### src/fifo_flag_pkg.sv
// shared constants and types for the fifo status flag block
package fifo_flag_pkg;
  localparam int unsigned DEPTH_DEFAULT = 65536;

  localparam logic [31:0] ADDR_MODE = 32'h0000_0000;
  localparam logic [31:0] ADDR_FULL_OFS = 32'h0000_0004;
  localparam logic [31:0] ADDR_EMPTY_OFS = 32'h0000_0008;
  localparam logic [31:0] ADDR_STATUS = 32'h0000_000C;
  localparam logic [31:0] ADDR_LEVEL = 32'h0000_0010;

  localparam int unsigned MODE_FIRST_WORD_FALLTHROUGH_BIT = 0;
  localparam int unsigned MODE_PFM_BIT = 1;

  localparam int unsigned ST_FULL_BIT = 0;
  localparam int unsigned ST_EMPTY_BIT = 1;
  localparam int unsigned ST_AFULL_BIT = 2;
  localparam int unsigned ST_AEMPTY_BIT = 3;
  localparam int unsigned ST_HALF_BIT = 4;
  localparam int unsigned ST_FIRST_WORD_FALLTHROUGH_BIT = 5;
  localparam int unsigned ST_PFM_BIT = 6;
  localparam int unsigned ST_OUTV_BIT = 7;

  localparam logic [31:0] MODE_RESET = 32'h0000_0000;
  localparam logic [31:0] FULL_OFS_RESET = 32'h0000_007F;
  localparam logic [31:0] EMPTY_OFS_RESET = 32'h0000_007F;

  localparam logic [1:0] RESP_OKAY = 2'h0;
  localparam logic [1:0] RESP_SLVERR = 2'h2;

  // register stages in front of each pin, the output flop included
  localparam int unsigned FULL_STAGES = 2;
  localparam int unsigned EMPTY_STAGES_STD = 2;
  localparam int unsigned EMPTY_STAGES_FIRST_WORD_FALLTHROUGH = 3;
  localparam int unsigned DELAY_DEPTH = 2;

  typedef struct packed {
    logic full;
    logic empty;
    logic afull;
    logic aempty;
    logic half;
  } flag_set_t;

  // conditions of an empty fifo, active high
  localparam flag_set_t FLAGS_CLEAR = 5'h0A;

  typedef enum logic [2:0] {
    SEL_MODE,
    SEL_FULL_OFS,
    SEL_EMPTY_OFS,
    SEL_STATUS,
    SEL_LEVEL,
    SEL_NONE
  } reg_sel_t;
endpackage

### src/flag_delay.sv
// register chain that delays the flag conditions by whole cycles
`timescale 1ns/1ns
`default_nettype none
module flag_delay
  import fifo_flag_pkg::*;
#(
  parameter int unsigned STAGES = 2
) (
  input wire logic aclk,
  input wire logic clr,
  input wire flag_set_t d,
  output var flag_set_t taps [STAGES]
);
  genvar i;
  generate
    for (i = 0; i < STAGES; i++) begin : g_stage
      always_ff @(posedge aclk) begin
        if (clr) begin
          taps[i] <= FLAGS_CLEAR;
        end else if (i == 0) begin
          taps[i] <= d;
        end else begin
          taps[i] <= taps[(i == 0) ? 0 : i - 1];
        end
      end
    end
  endgenerate
endmodule
`default_nettype wire

### src/fifo_status_flags.sv
// fifo occupancy tracking, status flag pins and axi4-lite control registers
//
// Decided for this implementation: the register offsets and the AXI4-Lite interface to the registers.
`timescale 1ns/1ns
`default_nettype none
// How it works
// - standard mode full pin low while full, high otherwise.
// - standard mode full pin asserts after exactly depth writes.
// - fall-through input-ready low while space exists, high when none.
// - fall-through occupancy counts output register word, depth plus one.
// - full/input-ready passes two register stages on the write clock.
// - standard mode empty pin low while no words, high otherwise.
// - fall-through output-ready goes low when first word reaches outputs.
// - output-ready goes high only on a true read of the last word.
// - empty/output-ready uses two stages standard, three fall-through.
// - standard almost-full asserts after depth minus full offset writes.
// - fall-through almost-full asserts after depth plus one minus offset.
// - almost-full async asserts on write, clears on read; sync registered.
// - standard almost-empty low at empty offset words or fewer.
// - fall-through almost-empty low at empty offset plus one or fewer.
// - almost-empty async asserts on read, clears on write; sync registered.
// - half-full low above half depth, high at half or less.
// - standard half-full low after half depth plus one writes.
// - fall-through half-full low after half depth plus two writes.
// - flag timing select sampled during master reset.
// - write enable ignored while the fifo is full.
module fifo_status_flags
  import fifo_flag_pkg::*;
#(
  parameter int unsigned DEPTH = DEPTH_DEFAULT
) (
  input wire logic aclk,
  input wire logic aresetn,
  input wire logic master_reset_n,
  input wire logic partial_reset_n,
  input wire logic wr_en_n,
  input wire logic rd_en_n,
  output logic full_indicator_n,
  output logic empty_indicator_n,
  output logic almost_full_flag_n,
  output logic almost_empty_flag_n,
  output logic half_full_flag_n,
  output logic out_word_valid,
  input wire logic [31:0] s_axi_awaddr,
  input wire logic s_axi_awvalid,
  output logic s_axi_awready,
  input wire logic [31:0] s_axi_wdata,
  input wire logic [3:0] s_axi_wstrb,
  input wire logic s_axi_wvalid,
  output logic s_axi_wready,
  output logic [1:0] s_axi_bresp,
  output logic s_axi_bvalid,
  input wire logic s_axi_bready,
  input wire logic [31:0] s_axi_araddr,
  input wire logic s_axi_arvalid,
  output logic s_axi_arready,
  output logic [31:0] s_axi_rdata,
  output logic [1:0] s_axi_rresp,
  output logic s_axi_rvalid,
  input wire logic s_axi_rready
);
  localparam int unsigned CW = $clog2(DEPTH + 2) + 1;
  localparam logic [CW-1:0] DEPTH_W = CW'(DEPTH);
  localparam logic [CW-1:0] HALF_W = CW'(DEPTH / 2);

  function automatic reg_sel_t decode(input logic [31:0] addr);
    if (addr == ADDR_MODE) begin
      return SEL_MODE;
    end else if (addr == ADDR_FULL_OFS) begin
      return SEL_FULL_OFS;
    end else if (addr == ADDR_EMPTY_OFS) begin
      return SEL_EMPTY_OFS;
    end else if (addr == ADDR_STATUS) begin
      return SEL_STATUS;
    end else if (addr == ADDR_LEVEL) begin
      return SEL_LEVEL;
    end else begin
      return SEL_NONE;
    end
  endfunction

  function automatic logic [31:0] merge(input logic [31:0] old,
                                       input logic [31:0] val,
                                       input logic [3:0] strb);
    logic [31:0] res;
    res = old;
    for (int b = 0; b < 4; b++) begin
      if (strb[b]) begin
        res[b*8 +: 8] = val[b*8 +: 8];
      end
    end
    return res;
  endfunction

  // software settings and the copy taken at master reset
  logic [31:0] mode_cfg_ff;
  logic [31:0] full_ofs_ff;
  logic [31:0] empty_ofs_ff;
  logic first_word_fallthrough_ff;
  logic pfm_ff;
  logic [CW-1:0] full_ofs_act_ff;
  logic [CW-1:0] empty_ofs_act_ff;

  // occupancy: memory words plus the fall-through output word
  logic [CW-1:0] occ_ff;
  logic ov_ff;
  logic [CW-1:0] nxt_occ;
  logic nxt_ov;
  logic [CW-1:0] cap;
  logic [CW-1:0] mem_cnt;
  logic wr_ok;
  logic rd_ok;
  logic clr;
  flag_set_t cond;
  flag_set_t taps [DELAY_DEPTH];
  logic afull_sync_ff;
  logic aempty_sync_ff;

  // axi bookkeeping
  logic aw_hold_ff;
  logic w_hold_ff;
  logic [31:0] awaddr_ff;
  logic [31:0] wdata_ff;
  logic [3:0] wstrb_ff;
  logic do_write;
  logic nxt_aw_hold;
  logic nxt_w_hold;
  logic nxt_rvalid;
  logic take_ar;
  reg_sel_t wsel;

  assign clr = !aresetn || !master_reset_n || !partial_reset_n;

  always_ff @(posedge aclk) begin
    if (!aresetn) begin
      first_word_fallthrough_ff <= 1'b0;
      pfm_ff <= 1'b0;
      full_ofs_act_ff <= '0;
      empty_ofs_act_ff <= '0;
    end else if (!master_reset_n) begin
      // partial reset keeps these, only master reset reloads them
      first_word_fallthrough_ff <= mode_cfg_ff[MODE_FIRST_WORD_FALLTHROUGH_BIT];
      pfm_ff <= mode_cfg_ff[MODE_PFM_BIT];
      full_ofs_act_ff <= full_ofs_ff[CW-1:0];
      empty_ofs_act_ff <= empty_ofs_ff[CW-1:0];
    end
  end

  always_comb begin
    cap = first_word_fallthrough_ff ? DEPTH_W + CW'(1) : DEPTH_W;
    mem_cnt = occ_ff - CW'(ov_ff);
    wr_ok = !wr_en_n && (occ_ff != cap);
    if (first_word_fallthrough_ff) begin
      rd_ok = !rd_en_n && ov_ff;
      if (mem_cnt != '0) begin
        nxt_ov = 1'b1;
      end else if (rd_ok) begin
        nxt_ov = 1'b0;
      end else begin
        nxt_ov = ov_ff;
      end
    end else begin
      rd_ok = !rd_en_n && (occ_ff != '0);
      nxt_ov = 1'b0;
    end
    nxt_occ = occ_ff + CW'(wr_ok) - CW'(rd_ok);
  end

  always_ff @(posedge aclk) begin
    if (clr) begin
      occ_ff <= '0;
      ov_ff <= 1'b0;
    end else begin
      occ_ff <= nxt_occ;
      ov_ff <= nxt_ov;
    end
  end

  // conditions of the state after this edge; wide compares avoid wrap
  always_comb begin
    cond.full = nxt_occ == cap;
    cond.empty = first_word_fallthrough_ff ? !nxt_ov : (nxt_occ == '0);
    cond.afull = {1'b0, nxt_occ} + {1'b0, full_ofs_act_ff}
                 >= {1'b0, cap};
    cond.aempty = {1'b0, nxt_occ} <=
                  {1'b0, empty_ofs_act_ff} + {{CW{1'b0}}, first_word_fallthrough_ff};
    cond.half = nxt_occ > HALF_W + CW'(first_word_fallthrough_ff);
  end

  flag_delay #(
    .STAGES(DELAY_DEPTH)
  ) u_delay (
    .aclk(aclk),
    .clr(clr),
    .d(cond),
    .taps(taps)
  );

  // sync almost flags follow the occupancy a cycle late, never mid-edge
  always_ff @(posedge aclk) begin
    if (clr) begin
      afull_sync_ff <= FLAGS_CLEAR.afull;
      aempty_sync_ff <= FLAGS_CLEAR.aempty;
    end else begin
      afull_sync_ff <= taps[0].afull;
      aempty_sync_ff <= taps[0].aempty;
    end
  end

  always_ff @(posedge aclk) begin
    if (!aresetn) begin
      full_indicator_n <= 1'b1;
      empty_indicator_n <= 1'b0;
      almost_full_flag_n <= 1'b1;
      almost_empty_flag_n <= 1'b0;
      half_full_flag_n <= 1'b1;
      out_word_valid <= 1'b0;
    end else begin
      // pin polarity flips with the mode
      full_indicator_n <= first_word_fallthrough_ff ? taps[0].full
                                  : !taps[0].full;
      if (first_word_fallthrough_ff) begin
        empty_indicator_n <= taps[1].empty;
      end else begin
        empty_indicator_n <= !taps[0].empty;
      end
      if (pfm_ff) begin
        almost_full_flag_n <= !afull_sync_ff;
        almost_empty_flag_n <= !aempty_sync_ff;
      end else begin
        almost_full_flag_n <= !taps[0].afull;
        almost_empty_flag_n <= !taps[0].aempty;
      end
      half_full_flag_n <= !taps[0].half;
      out_word_valid <= first_word_fallthrough_ff ? taps[1].empty == 1'b0 : 1'b0;
    end
  end

  // write channel: address and data may arrive in either order
  assign wsel = decode(awaddr_ff);
  assign do_write = aw_hold_ff && w_hold_ff && !s_axi_bvalid;

  always_comb begin
    nxt_aw_hold = do_write ? 1'b0 : (aw_hold_ff || (s_axi_awvalid &&
                                     s_axi_awready));
    nxt_w_hold = do_write ? 1'b0 : (w_hold_ff || (s_axi_wvalid &&
                                    s_axi_wready));
  end

  always_ff @(posedge aclk) begin
    if (!aresetn) begin
      aw_hold_ff <= 1'b0;
      w_hold_ff <= 1'b0;
      s_axi_awready <= 1'b0;
      s_axi_wready <= 1'b0;
      awaddr_ff <= '0;
      wdata_ff <= '0;
      wstrb_ff <= '0;
    end else begin
      aw_hold_ff <= nxt_aw_hold;
      w_hold_ff <= nxt_w_hold;
      s_axi_awready <= !nxt_aw_hold;
      s_axi_wready <= !nxt_w_hold;
      if (s_axi_awvalid && s_axi_awready) begin
        awaddr_ff <= s_axi_awaddr;
      end
      if (s_axi_wvalid && s_axi_wready) begin
        wdata_ff <= s_axi_wdata;
        wstrb_ff <= s_axi_wstrb;
      end
    end
  end

  always_ff @(posedge aclk) begin
    if (!aresetn) begin
      s_axi_bvalid <= 1'b0;
      s_axi_bresp <= RESP_OKAY;
    end else if (do_write) begin
      s_axi_bvalid <= 1'b1;
      s_axi_bresp <= (wsel == SEL_NONE) ? RESP_SLVERR : RESP_OKAY;
    end else if (s_axi_bready) begin
      s_axi_bvalid <= 1'b0;
    end
  end

  // status and level are read only; writes to them are dropped
  always_ff @(posedge aclk) begin
    if (!aresetn) begin
      mode_cfg_ff <= MODE_RESET;
      full_ofs_ff <= FULL_OFS_RESET;
      empty_ofs_ff <= EMPTY_OFS_RESET;
    end else if (do_write) begin
      if (wsel == SEL_MODE) begin
        mode_cfg_ff <= merge(mode_cfg_ff, wdata_ff, wstrb_ff);
      end else if (wsel == SEL_FULL_OFS) begin
        full_ofs_ff <= merge(full_ofs_ff, wdata_ff, wstrb_ff);
      end else if (wsel == SEL_EMPTY_OFS) begin
        empty_ofs_ff <= merge(empty_ofs_ff, wdata_ff, wstrb_ff);
      end
    end
  end

  // read channel: one read at a time, answered on the next edge
  assign take_ar = s_axi_arvalid && s_axi_arready;
  assign nxt_rvalid = take_ar || (s_axi_rvalid && !s_axi_rready);

  always_ff @(posedge aclk) begin
    if (!aresetn) begin
      s_axi_arready <= 1'b0;
      s_axi_rvalid <= 1'b0;
      s_axi_rdata <= '0;
      s_axi_rresp <= RESP_OKAY;
    end else begin
      s_axi_arready <= !nxt_rvalid;
      s_axi_rvalid <= nxt_rvalid;
      if (take_ar) begin
        s_axi_rresp <= RESP_OKAY;
        s_axi_rdata <= '0;
        case (decode(s_axi_araddr))
          SEL_MODE: begin
            s_axi_rdata <= mode_cfg_ff;
          end
          SEL_FULL_OFS: begin
            s_axi_rdata <= full_ofs_ff;
          end
          SEL_EMPTY_OFS: begin
            s_axi_rdata <= empty_ofs_ff;
          end
          SEL_STATUS: begin
            s_axi_rdata[ST_FULL_BIT] <= full_indicator_n;
            s_axi_rdata[ST_EMPTY_BIT] <= empty_indicator_n;
            s_axi_rdata[ST_AFULL_BIT] <= almost_full_flag_n;
            s_axi_rdata[ST_AEMPTY_BIT] <= almost_empty_flag_n;
            s_axi_rdata[ST_HALF_BIT] <= half_full_flag_n;
            s_axi_rdata[ST_FIRST_WORD_FALLTHROUGH_BIT] <= first_word_fallthrough_ff;
            s_axi_rdata[ST_PFM_BIT] <= pfm_ff;
            s_axi_rdata[ST_OUTV_BIT] <= ov_ff;
          end
          SEL_LEVEL: begin
            s_axi_rdata <= 32'(occ_ff);
          end
          default: begin
            s_axi_rresp <= RESP_SLVERR;
          end
        endcase
      end
    end
  end
endmodule
`default_nettype wire

### config.mk
export PLATFORM = sky130hd
export DESIGN_NAME = fifo_status_flags
export DESIGN_NICKNAME = d
export VERILOG_FILES = /design/src/fifo_flag_pkg.sv /design/src/flag_delay.sv /design/src/fifo_status_flags.sv
export SDC_FILE = /design/constraint.sdc
export NUM_CORES = 1
export LEC_CHECK = 0
export BUFFER_PORTS_ARGS = -buffer_cell sky130_fd_sc_hd__buf_2
export CORE_MARGIN = 10
export CORE_UTILIZATION = 60
export DETAILED_ROUTE_END_ITERATION = 12
export PLACE_DENSITY = 0.91
export RECOVER_POWER = 100
export SLEW_MARGIN = 10
export SYNTH_ARGS = -nofsm -noshare
export SYNTH_HDL_FRONTEND = slang
export SYNTH_SLANG_ARGS = --single-unit
### constraint.sdc
create_clock -name aclk -period 10.1 [get_ports aclk]
set_clock_uncertainty 0.05 [all_clocks]
set_input_delay 0 -clock aclk [delete_from_list [all_inputs] [get_ports aclk]]
set_output_delay 0 -clock aclk [all_outputs]
set_load 0.01 [all_outputs]
==> results.md <==
- Ys Warns: 0
- Final GP Congestion: 0.942
- Maximum vdd ir drop: 0.254 mV
- First-pass GRT wire length: 79200 um
- Top_reg_cell synth: dfxtp_1
- Clk_lat worst skew: 0.59 ns
- Failing checks: max-capacitance violations, max-slew violations
- CP Capture Type: flip-flop
- H-tree levels: 1
- Worst setup path startpoint: aresetn
- Row cnt: 56
- Root Buffer Master: clkbuf_16
- Leak pwr: 6.95 nW
- Status: finished with violations
- Post-layout min period: 7.36 ns
- Layout cell share with drive strength beyond 1: 9.98%
- Vias in the first global route: 14115
- Max cap viols: 6
- Via count: 13591
- Routed WL: 51500 um
- Syn Inst Count: 1609
- CP Cell Sequence: dlygate4sd3_1 -> clkbuf_1 -> clkbuf_1 -> clkbuf_1 -> and3_1
- CTS Buffer Depth: 3
- Layout area overhead: 20.2%
- RSZ-0062 raised after global routing: no
- Max Slew Vio Count: 313
- Setup crit start kind: input pin
- Pwr per Cell Area: 303 nW/um^2
- Final period utilization: 72.9%
- Initial Utilization: 61.3%
- Remaining global-route overflow: 0
- Mapped Area: 14400 um^2
- Die area: 30600 um^2
- Yosys reg bits: 276
- Clk slew on worst S/H paths: 0.06 ns
- Sequential-to-total area share from yosys stat: 38.3%
- First-iteration detailed-routing DRC count: 1224
- Die span in y: 175 um
- Data required, critical path: 10.53 ns
- Pin count of the biggest net entering global routing: 116
- Worst Path Class, Setup: in2reg
- CP Max Fanout: 115
- Post-synthesis cell type count: 66
- Hold_sp: partial_reset_n
- CTS Hold Buffers Added: 121
- Syn avg cell area: 8.97 um^2
- Arr. time, crit path: 7.79 ns
- Fin Hold WS: 0.00560 ns
- Io pins: 158
- Final antenna-violating net count: 0
- CP most frequent cell: clkbuf_1
- Grt met1 use: 34.4%
- CTS buffer count: 28
- DR vias/cell: 6.20
- Inserted Diodes: 0
- F_max: 0.136 GHz
- Global route hottest layer: met2
- Post-synth ARST share: 0%
- DRT Pass-1 Iters: 8
- Post-CTS setup buffer count: 0
- Routed length per instance: 23.5 um
- Setup_tns: 0 ns
- Worst r2r src: occ_ff[12]$_SDFF_PP0_
- Worst path bufs/invs: 4
- GRT Util Overall: 32.0%
- Post-synth EDFFs: 0
- # port buffers: 155
- Met2 usage: 55.3%
- Net count, final: 2047
- Clk sinks: 276
- Worst slew pin tran: 4.12 ns
- Max_slew headroom: -174%
- Post-CTS sizing: 0
- Die width: 175 um
- Initial antenna violation count: 1
- Slowest CP cell: clkbuf_1
- HP Class: in2reg
- Setup violations, final: 0
- Core ar.: 23500 um^2
- GRT met3 Usage: 6.70%
- Max stage delay on crit path: 2.99 ns
- Drc violations: 0
- Half-perimeter wire length after placement: 29300 um
- CP delay by family, top: buffers and inverters
- CTS tree: built
- Fin. Hold Viols: 0
## cells in the final DEF, fill, tap and decap left out, types with 56 or more instances in the layout
master / count
nor2b_1: 155
nand2_1: 229
clkbuf_1: 56
nor2_1: 82
buf_2: 108
dfxtp_1: 276
a21boi_0: 73
dlygate4sd3_1: 121
mux2i_1: 159
ha_1: 82
## cell families (layout without fill, tap and decap cells)
family	count (synthesis)	in the layout	synth area share, %
DFF	276	276	38.3
and+or+nand+nor	618	618	22.2
xor gates and xnor gates	47	47	2.85
buffers and inverters	128	392	3.41
AOI/OAI and AO/OA	286	286	13.3
adders and majority gates	84	84	7.39
muxes	169	169	12.4
other	1	2	0.0260
## final cells by class
cell class | count | area, um^2
repair buffers | 286 | 1990
fillers | 1526 | 6200
multi-input cells | 1206 | 8350
inverters | 54 | 203
well taps | 319 | 399
clock buffers | 38 | 788
flip-flops and latches | 276 | 5530
clock inverters | 14 | 92.6
## through the flow
stage	util, %	total power [mW]	cells	setup slack [ns]	area, um^2
2_1_floorplan	-	3.35	1610	5.10	14400
3_3_place_gp	65.4	4.03	2020	4.48	15400
3_5_place_dp	65.4	4.09	2020	4.32	15400
4_1_cts	74.3	5.14	2193	4.22	17500
5_1_grt	73.7	5.56	2193	2.37	17300
6_report	73.7	5.25	2193	2.74	17300
## worst reg2reg max path, stage by stage, from the launching register on
cell and delay, ns:
dfxtp_1 0.36, inv_1 0.19, ha_1 0.26, nand4_1 0.17
nor3_1 0.38, a221oi_1 0.14, ha_1 0.32, inv_1 0.04
ha_1 0.20, fa_1 0.43, nor2b_1 0.16, o211ai_1 0.17
nand3_1 0.12, and2_0 0.22, xnor2_1 0.38, ha_1 0.32
inv_1 0.09, a211o_1 0.26, nor4_1 0.46, o211a_1 0.26
nand4_1 0.09, or4_1 0.53, o41ai_1 0.25, a21oi_1 0.11
## registers in the layout (all words and copies together) (netlist names), 4 cells and up
signal,flops
s_axi_rdata,32
full_ofs_act_ff,18
u_delay.taps,6
full_ofs_ff,32
awaddr_ff,32
mode_cfg_ff,32
wstrb_ff,4
empty_ofs_act_ff,18
wdata_ff,32
occ_ff,18
empty_ofs_ff,32
## worst paths after layout
check,cells past startpoint,slack (ns),endpoint
max reg2reg,23,4.04,u_delay.taps[7]$_SDFF_PP0_
max,5,2.74,s_axi_arready$_SDFF_PN0_
min,3,0.006,aempty_sync_ff$_SDFF_PP1_
min reg2reg,1,0.33,half_full_flag_n$_SDFF_PN1_
## per-layer routing
metal,share of wire (%),up-vias,routed length (um)
li1,-,6047,-
met1,37,6437,19000
met2,48,832,24800
met3,7.4,275,3820
met4,7.7,0,3950
met5,0,-,0
## report_power, final
group,switching [mW],internal (mW)
registers,0.0611,1.14
clock network,0.474,0.550
logic,1.83,1.20
## cells in the mapped netlist, drive strengths merged (5+ instances only)
master	n	share of area [%]
dfxtp	276	38
nand2	229	6.0
mux2i	159	11
nor2b	156	6.8
nor2	88	2.8
ha	82	7.1
a21boi	73	3.8
clkbuf	61	1.6
o21ai	55	1.9
inv	54	1.4
a21oi	47	1.6
a22oi	29	1.5
and2	28	1.2
xnor2	26	1.6
nand3	23	1.1
xor2	21	1.3
nor4	20	0.87
nor3	17	0.70
nand4	15	0.65
nand2b	14	0.61
o21a	14	0.73
buf	13	0.42
a31oi	10	0.43
a21o	9	0.47
mux4	8	1.2
o31ai	8	0.42
a211oi	6	0.31
or4	6	0.31
and3	5	0.22
Power figures use the tool's default switching activity.
